<file path="src/verilog/peasf_pkg.sv">
// package: constants and carrier types for the arithmetic status flag block
package peasf_pkg;
	// ------------------------------------------------------------
	// register map (byte offsets on apb)
	// ------------------------------------------------------------
	localparam logic [11:0] STATUS_OFF  = 12'h000; // pe_x_arith_status
	localparam logic [11:0] IRQ_STS_OFF = 12'h004; // sticky event bits
	localparam logic [11:0] IRQ_MSK_OFF = 12'h008; // event mask
	// ------------------------------------------------------------
	// field positions of the status word
	// ------------------------------------------------------------
	localparam int CMP_HI_POS   = 31; // newest compare result
	localparam int CMP_LO_POS   = 24; // oldest compare result
	localparam int BTF_POS      = 18; // bit_test_flag
	localparam int FIFO_POS     = 14; // shifter_fifo_half_flag
	localparam int SIGN_POS     = 13; // shifter sign
	localparam int ZERO_POS     = 12; // shifter_zero_flag
	localparam int OVF_POS      = 11; // shifter_overflow_flag
	localparam int AF_POS       = 10; // alu_float_flag
	// writable bits of the status word
	localparam logic [31:0] STATUS_WMASK = 32'hff043c00 & ~32'h00004000;
	localparam logic [31:0] STATUS_RST   = 32'h00000000;
	// ------------------------------------------------------------
	// shifter limits and fifo threshold
	// ------------------------------------------------------------
	localparam int FIELD_W       = 32; // fixed-point field width
	localparam logic [6:0] FIFO_HALF = 7'h20; // write pointer half mark
	localparam logic [5:0] LZ_FULL   = 6'h20; // count equal to whole word
	// ------------------------------------------------------------
	// event bit positions in the interrupt registers
	// ------------------------------------------------------------
	localparam int EV_CMP  = 0; // compare done
	localparam int EV_OVF  = 1; // shifter overflow raised
	localparam int EV_HALF = 2; // fifo reached half
	localparam int EV_N    = 3;
	localparam logic [2:0] EV_RST = 3'h0;
	// ------------------------------------------------------------
	// shifter operation kinds
	// ------------------------------------------------------------
	typedef enum logic [2:0] {
		PEASF_SH_SHIFT = 3'b000, // plain shift, may overflow left
		PEASF_SH_BTST  = 3'b001, // bit test
		PEASF_SH_BMOD  = 3'b010, // bit set or clear
		PEASF_SH_FEXT  = 3'b011, // field extract
		PEASF_SH_LZ    = 3'b100, // count leading zeros or ones
		PEASF_SH_OTHER = 3'b101  // any other shifter op
	} peasf_shop_t;
	// shifter execution report
	typedef struct packed {
		logic        valid;    // one op this cycle
		peasf_shop_t op;       // kind of op
		logic        in_neg;   // operand negative
		logic        res_zero; // result equals zero
		logic        lost_msb; // significant bits pushed out left
		logic [7:0]  bitpos;   // addressed bit position
		logic [7:0]  flen;     // field length for extract
		logic [5:0]  lz_cnt;   // leading count result
	} peasf_shift_t;
	// alu execution report
	typedef struct packed {
		logic valid;   // one alu op this cycle
		logic is_fp;   // floating-point op
		logic is_cmp;  // op is a compare
		logic x_gt;    // x operand greater
	} peasf_alu_t;
	// system register bit test report
	typedef struct packed {
		logic valid;   // bit test or bit xor executed
		logic match;   // selected bits equal given value
	} peasf_btst_t;
	// whole block state
	typedef struct packed {
		logic [31:0]     status;   // status word
		logic [31:0]     cond;     // copy seen by conditions
		logic [EV_N-1:0] ev_sts;   // sticky events
		logic [EV_N-1:0] ev_msk;   // event mask
		logic            irq;      // interrupt output
		logic            pready;   // apb ready
		logic [31:0]     prdata;   // apb read data
		logic            pslverr;  // apb error
		logic            half_d;   // previous half flag
	} peasf_state_t;
endpackage

</file>
<file path="src/verilog/peasf_flags.sv">
// module: arithmetic status flags of processing element x with apb access
//
// Local design decisions: the register offsets and the APB slave port.
`timescale 1ns/1ps
// How it works
// - eight compare history bits at 31..24
// - each compare shifts right, newest into 31
// - bit test flag follows system bit match
// - bit 14 read-only, fifo pointer at least 32
// - shifter sign follows operand sign
// - shifter zero follows zero result
// - zero set for out-of-field bit test
// - overflow set when bits lost left
// - overflow for out-of-field bit test/set/clear
// - overflow for extract past left edge
// - overflow when leading count equals 32
// - alu float flag follows alu op type
// - conditions see loaded word one cycle later
module peasf_flags #(
	parameter int FIFO_PTR_W = 7 // bit fifo write pointer width
) (
	input  wire logic                   clk,
	input  wire logic                   rst_n,
	input  wire logic [11:0]            paddr,
	input  wire logic                   psel,
	input  wire logic                   penable,
	input  wire logic                   pwrite,
	input  wire logic [31:0]            pwdata,
	output logic [31:0]                 prdata,
	output logic                        pready,
	output logic                        pslverr,
	input  wire peasf_pkg::peasf_alu_t   alu_in,
	input  wire peasf_pkg::peasf_shift_t sh_in,
	input  wire peasf_pkg::peasf_btst_t  bt_in,
	input  wire logic [FIFO_PTR_W-1:0]  fifo_wptr,
	output logic [31:0]                 status_word,
	output logic [31:0]                 cond_word,
	output logic                        irq
);
	// ------------------------------------------------------------
	// elaboration check
	// ------------------------------------------------------------
	// the pointer must reach the half mark of 32 and fit seven bits
	if (FIFO_PTR_W < 6 || FIFO_PTR_W > 7) begin : g_bad_ptr_w
		$error("fifo pointer width must be 6 or 7");
	end

	// ------------------------------------------------------------
	// state registers
	// ------------------------------------------------------------
	peasf_pkg::peasf_state_t st_r;   // current state
	peasf_pkg::peasf_state_t st_nxt; // next state
	localparam int EV_W = peasf_pkg::EV_N; // event vector width

	// decoded apb strobes, fifo and shifter helpers
	logic        acc;    // access phase, answered next cycle
	logic        wr;     // write taking effect
	logic        rd;     // read taking effect
	logic        hit;    // mapped address
	logic [6:0]  wp;     // pointer widened to seven bits
	logic        half;   // fifo half full now
	logic        bt_out; // bit position outside field
	logic        fx_out; // extract past or across edge
	logic [8:0]  fx_end; // extract top position plus one
	logic        sh_ovf; // overflow from this shifter op
	logic        sh_zro; // zero from this shifter op
	logic [EV_W-1:0] ev_new; // events this cycle

	// ------------------------------------------------------------
	// combinational helpers
	// ------------------------------------------------------------
	always_comb begin
		acc    = psel && penable && !st_r.pready;
		wr     = acc && pwrite;
		rd     = acc && !pwrite;
		hit    = (paddr == peasf_pkg::STATUS_OFF) ||
		         (paddr == peasf_pkg::IRQ_STS_OFF) ||
		         (paddr == peasf_pkg::IRQ_MSK_OFF);
		wp     = 7'(fifo_wptr);
		half   = wp >= peasf_pkg::FIFO_HALF;
		bt_out = sh_in.bitpos >= 8'(peasf_pkg::FIELD_W);
		fx_end = 9'(sh_in.bitpos) + 9'(sh_in.flen);
		fx_out = fx_end > 9'(peasf_pkg::FIELD_W);
		sh_ovf = 1'b0;
		sh_zro = sh_in.res_zero;
		case (sh_in.op)
			peasf_pkg::PEASF_SH_SHIFT: begin
				sh_ovf = sh_in.lost_msb;
			end
			peasf_pkg::PEASF_SH_BTST: begin
				sh_ovf = bt_out;
				sh_zro = sh_in.res_zero || bt_out;
			end
			peasf_pkg::PEASF_SH_BMOD: begin
				sh_ovf = bt_out;
			end
			peasf_pkg::PEASF_SH_FEXT: begin
				sh_ovf = fx_out;
			end
			peasf_pkg::PEASF_SH_LZ: begin
				sh_ovf = sh_in.lz_cnt == peasf_pkg::LZ_FULL;
			end
			default: begin
				sh_ovf = 1'b0;
			end
		endcase
		ev_new = '0;
		ev_new[peasf_pkg::EV_CMP]  = alu_in.valid && alu_in.is_cmp;
		ev_new[peasf_pkg::EV_OVF]  = sh_in.valid && sh_ovf;
		ev_new[peasf_pkg::EV_HALF] = half && !st_r.half_d;
	end

	// ------------------------------------------------------------
	// next state
	// ------------------------------------------------------------
	always_comb begin
		st_nxt         = st_r;
		st_nxt.pready  = acc;
		st_nxt.pslverr = acc && !hit;
		st_nxt.half_d  = half;
		// software write first, execution below overrides it
		if (wr && paddr == peasf_pkg::STATUS_OFF) begin
			st_nxt.status = (pwdata & peasf_pkg::STATUS_WMASK) |
			                (st_r.status & ~peasf_pkg::STATUS_WMASK);
		end
		if (wr && paddr == peasf_pkg::IRQ_MSK_OFF) begin
			st_nxt.ev_msk = pwdata[EV_W-1:0];
		end
		// write one clears, new events win
		if (wr && paddr == peasf_pkg::IRQ_STS_OFF) begin
			st_nxt.ev_sts = st_r.ev_sts & ~pwdata[EV_W-1:0];
		end
		st_nxt.ev_sts = st_nxt.ev_sts | ev_new;
		// compare history shift
		if (alu_in.valid && alu_in.is_cmp) begin
			st_nxt.status[peasf_pkg::CMP_HI_POS:peasf_pkg::CMP_LO_POS] =
				{alu_in.x_gt,
				 st_r.status[peasf_pkg::CMP_HI_POS:
				             peasf_pkg::CMP_LO_POS+1]};
		end
		if (alu_in.valid) begin
			st_nxt.status[peasf_pkg::AF_POS] = alu_in.is_fp;
		end
		if (bt_in.valid) begin
			st_nxt.status[peasf_pkg::BTF_POS] = bt_in.match;
		end
		if (sh_in.valid) begin
			st_nxt.status[peasf_pkg::SIGN_POS] = sh_in.in_neg;
			st_nxt.status[peasf_pkg::ZERO_POS] = sh_zro;
			st_nxt.status[peasf_pkg::OVF_POS]  = sh_ovf;
		end
		st_nxt.status[peasf_pkg::FIFO_POS] = half;
		// conditions read last cycle's word
		st_nxt.cond = st_r.status;
		st_nxt.irq  = |(st_nxt.ev_sts & st_nxt.ev_msk);
		// read data
		st_nxt.prdata = 32'h00000000;
		if (rd) begin
			case (paddr)
				peasf_pkg::STATUS_OFF: begin
					st_nxt.prdata = st_r.status;
				end
				peasf_pkg::IRQ_STS_OFF: begin
					st_nxt.prdata = 32'(st_r.ev_sts);
				end
				peasf_pkg::IRQ_MSK_OFF: begin
					st_nxt.prdata = 32'(st_r.ev_msk);
				end
				default: begin
					st_nxt.prdata = 32'h00000000;
				end
			endcase
		end
	end

	// ------------------------------------------------------------
	// state register
	// ------------------------------------------------------------
	always_ff @(posedge clk or negedge rst_n) begin
		if (!rst_n) begin
			st_r         <= '0;
			st_r.status  <= peasf_pkg::STATUS_RST;
			st_r.cond    <= peasf_pkg::STATUS_RST;
			st_r.ev_sts  <= peasf_pkg::EV_RST;
			st_r.ev_msk  <= peasf_pkg::EV_RST;
		end else begin
			st_r <= st_nxt;
		end
	end

	// ------------------------------------------------------------
	// outputs straight from flops
	// ------------------------------------------------------------
	assign prdata      = st_r.prdata;
	assign pready      = st_r.pready;
	assign pslverr     = st_r.pslverr;
	assign status_word = st_r.status;
	assign cond_word   = st_r.cond;
	assign irq         = st_r.irq;
endmodule

</file>
<file path="config.mk">
export PLATFORM = sky130hd
export DESIGN_NAME = peasf_flags
export DESIGN_NICKNAME = d
export VERILOG_FILES = /design/src/verilog/peasf_pkg.sv /design/src/verilog/peasf_flags.sv
export SDC_FILE = /design/constraint.sdc
export NUM_CORES = 1
export LEC_CHECK = 0
export BUFFER_PORTS_ARGS = -buffer_cell sky130_fd_sc_hd__clkbuf_2
export CORE_UTILIZATION = 30
export CTS_CLUSTER_DIAMETER = 50
export DETAILED_ROUTE_END_ITERATION = 6
export PLACE_DENSITY = 0.7
export REMOVE_ABC_BUFFERS = 1
export SLEW_MARGIN = 10
export SYNTH_ARGS = -nofsm -noshare
export SYNTH_HDL_FRONTEND = slang
export SYNTH_SLANG_ARGS = --single-unit
</file>
<file path="constraint.sdc">
create_clock -name clk -period 5.2 [get_ports clk]
set_input_delay 1.04 -clock clk [delete_from_list [all_inputs] [get_ports clk]]
set_output_delay 1.04 -clock clk [all_outputs]
set_load 0.05 [all_outputs]
</file>
# After elaboration in Yosys (flattened, before gate mapping)
# Index checks and enable logic that the tools add are counted.
# op_classes
order_cmp	3
add_sub_neg	1
muxes	11
eq_ne	7
reduce_logical	26
bitwise	5
# ops
op	count
$pmux 32 s3	1
$mux 32	2
$or 32x24->32	1
$eq 12x3->1 const B	1
$eq 12x4->1 const B	1
$logic_not 12->1	1
$logic_and 1x1->1	11
$add 8x8->9	1
$gt 9x6->1 const B	1
$mux 3	3
$ge 8x6->1 const B	1
$mux 8	1
$reduce_bool 2->1	4
$ge 7x6->1 const B	1
$and 3x3->3	2
$eq 3x2->1 const B	2
$eq 6x6->1 const B	1
$logic_not 1->1	4
$pmux 1 s4	1
$eq 3x1->1 const B	1
$eq 3x3->1 const B	1
$logic_not 3->1	1
$logic_or 1x1->1	3
$mux 1	3
other kinds (4)	4
# word_totals
regBits	105
elab_cells	66
input_bits	91
output_inout_bits	99

# Logic depth before layout (Yosys ltp)
# logic_depth
ltp_word	8
ltp_mapped	8
ltp_nobuf	8

# Worst setup path before layout
# Ideal clock, no wire load.
# synth_timing
kind	input port to flip-flop
startpoint	input port sh_in[6] in the netlist's numbering
endpoint	register st_r (netlist bit irq)
setup_ns	0.126
arrival_ns	2.698
required_ns	5.074
path_buffers	0
setup_slack_ns	2.376
cell_stages	8
path_cell_list	ha_1 fa_1 and3_2 o211ai_1 a21oi_1 o21ai_0 nand4_1 a221o_1
# synth_lines
item	line	source
start, declared	peasf_flags.sv:33	input wire peasf_pkg::peasf_shift_t sh_in,
end signal, assigned	peasf_flags.sv:187	st_r <= st_nxt;
end, declared	peasf_flags.sv:51	peasf_pkg::peasf_state_t st_r;

==> results.md <==
- Status: complete, no violations
- Met1 GRT Util: 0.120
- Residual DRC: 0
- Post-CTS setup buffer count: 0
- Share of layout cells above drive strength 1: 0.399
- Ys flop type: dfrtp_1
- Vias in the first global route: 2,054
- Area leader, netlist: dfrtp_1
- Most frequent cells in the layout: clkbuf_2 (132), dfrtp_1 (55), conb_1 (37), o21ai_0 (19), nand2_1 (18)
- DIE WIDTH: 104 um
- Worst Path Class, Setup: in -> reg
- Reg clk slew, reported paths: 90 ps
- Worst hold slack: around 430 ps
- Fin. Hold Viols: 0
- Worst Path Required: about 5400 ps
- Setup crit end kind: register
- TritonRoute pass-1 iters: 4
- Initial antenna violation count: 0
- Synth Area in Compound Gates: 0.0855
- First-pass GRT wire length: approximately 9500 um
- Largest family of logic cells by synthesized area: buffers and inverters
- Initial Util: 0.314
- Met2 Use GR: 0.200
- H-tree Lvls: 2
- Worst-path fanout max: 3
- CTS tree: built
- Placer Congestion: roughly 0.73
- Avg Vias per Cell: around 4.2
- Worst slew pin tran: around 900 ps
- RSZ-0062 raised after global routing: false
- Final ANT Viol Nets: 0
- Largest net degree at the start of global routing: 56
- Post-Synth Simple-Gate Area: 0.137
- Top Usage Layer GRT: met2
- Synth top area cells: dfrtp_1 (44%), buf_4 (23%), mux2i_1 (4.2%)
- GR Util met3: 0.0307
- Async S/R FF share, synth: 1.00
- Number of port buffers: between 100 and 150
- IO Pins: 190
- Fillcell total: 1,028
- Fin nets: 477
- Synth Area in Adders: 0.0384
- Power density over the cells: 302 nW/um^2
- CTS sink count: 55
- Period utilisation layout: 0.541
- Clock Path Buffers: 2
- Library cells used by synthesis: between 40 and 50
- Synth Area in XOR/XNOR: 0.00280
- Post-synth top area share: 0.440
- Avg Inst Size Synth: between 10 and 15 um^2
- Mapped cell area: roughly 3100 um^2
- Die Ht: ~100 um
- Worst rel slew slack: 0.387
- HPWL reported at the end of detailed placement: 4680 um
- Max Cap Viol: 0
- Sum of negative setup slack: 0 ps
- Setup Viol. Count Final: 0
- Total wire length: a little under 6000 um
- Antenna Cells: 0
- Wire per inst: between 10 and 15 um
- Startpoint Class: input pin
- Root buffer cell: clkbuf_8
- Placeable Area: around 10000 um^2
- Synth-to-Final Area Change: 9.99%
- Fmax: 355 MHz
- VDD IR max: 138 uV
- Commonest non-fill, non-tap cell in the layout: clkbuf_2
- Post-Syn Instances: about 300
- Worst-case clock skew: roughly 5 ps
- Cts bufs inserted: 5
- Worst skew pair latency: about 300 ps
- Min-Delay Path Class: reg -> reg
- Synth warn: 0
- Static Leakage: 1.92 nW
- GRT Overall Usage: 0.109
- PostCTS Resize Cnt: 0
- Register area: ~1400 um^2
- Critical path arrival: ~3000 ps
- Final Max Slew Viols: 0
- Mux contribution to synthesized area: 0.0524
- Multi-input logic area: between 1000 and 1500 um^2
- Fin crit period: roughly 2800 ps
- Grt ovf: 0
- Via count: approximately 2,200
- Synth Register Bits: 55
- Die area: 10,800 um^2
- Hold buffer count at cts: 0
- Starting DRC count in detailed routing: 149
- Cell row count: 36
- Seq/Total Area, Yosys: 0.440
- Number of synthesized flops with an enable pin: 0
[cell type report]
class	count	area share
Clock inverter	2	0.00363
Inverter	3	0.00327
Sequential cell	55	0.400
Clock buffer	6	0.0211
Timing Repair Buffer	134	0.196
Multi-Input combinational cell	178	0.328
Tap cell	133	0.0483
[kinds of logic after synthesis]
kind of cell / count (synthesis)
and+or+nand+nor: 73
buffers and inverters: 105
DFF: 55
xor gates and xnor gates: 1
other: 1
AOI/OAI and AO/OA: 42
adders and majority gates: 9
muxes: 16
[critical path, stage by stage]
cell      delay, ps
clkbuf_2         80
ha_1            220
fa_1            410
and3_2          240
o211ai_1        200
a21oi_1          90
o21ai_0         280
nand4_1         140
a221o_1         300
[stage by stage]
stage / cell area, um^2 / util / instances / power (mW) / setup WS (ps)
global route: 3440 / 0.346 / 511 / 1.09 / 2250
floorplan: 2520 / - / 236 / 0.728 / -594
CTS: 3440 / 0.346 / 511 / 1.05 / 2390
detailed placement: 3360 / 0.337 / 503 / 0.825 / 2060
global placement: 3360 / 0.337 / 503 / 0.819 / 2100
finish: 3440 / 0.346 / 511 / 1.04 / 2380
[flip-flops by register name, indices dropped and copies added (netlist names)]
signal and count:
pready 1, prdata 18, irq 1, status_word 14, cond_word 14, st_r 6, pslverr 1
[Yosys cell counts, types with 5 or more instances]
master    n
and2_1   15
a21oi_1   6
mux2i_1  13
nor3_1    5
ha_1      8
nand3_1   5
dfrtp_1  55
nand2_1  18
buf_4    97
o21ai_0  19
nor2_1    8
[layer usage]
metal | part of all wire | vias to the layer above
met3 | 0.074 | 9
met2 | 0.51 | 118
li1 | - | 1037
met4 | 0.015 | 0
met5 | 0 | -
met1 | 0.40 | 1003
[path summary, 6_finish.rpt]
| kind | startpoint | endpoint | slack (ps) | cells after the start |
|---|---|---|---|---|
| hold reg to reg | status_word[24] | cond_word[24] | 430 | 0 |
| max in group asynchronous | rst_n | prdata[2] | 3880 | 2 |
| min in group asynchronous | rst_n | cond_word[13] | 860 | 2 |
| setup / recovery | sh_in[6] | irq | 2380 | 9 |
| setup reg to reg | pready | status_word[30] | 3190 | 4 |
| hold / removal | status_word[24] | cond_word[24] | 430 | 0 |
[power breakdown]
| group | leakage (nW) | internal [mW] | switching, mW | total [mW] |
|---|---|---|---|---|
| Sequential | 0.711 | 0.460 | 0.0236 | 0.483 |
| Combinational | 1.16 | 0.0703 | 0.260 | 0.331 |
| Clock | 0.0412 | 0.0944 | 0.130 | 0.224 |
Note: power is estimated with default switching activity, not from simulation.
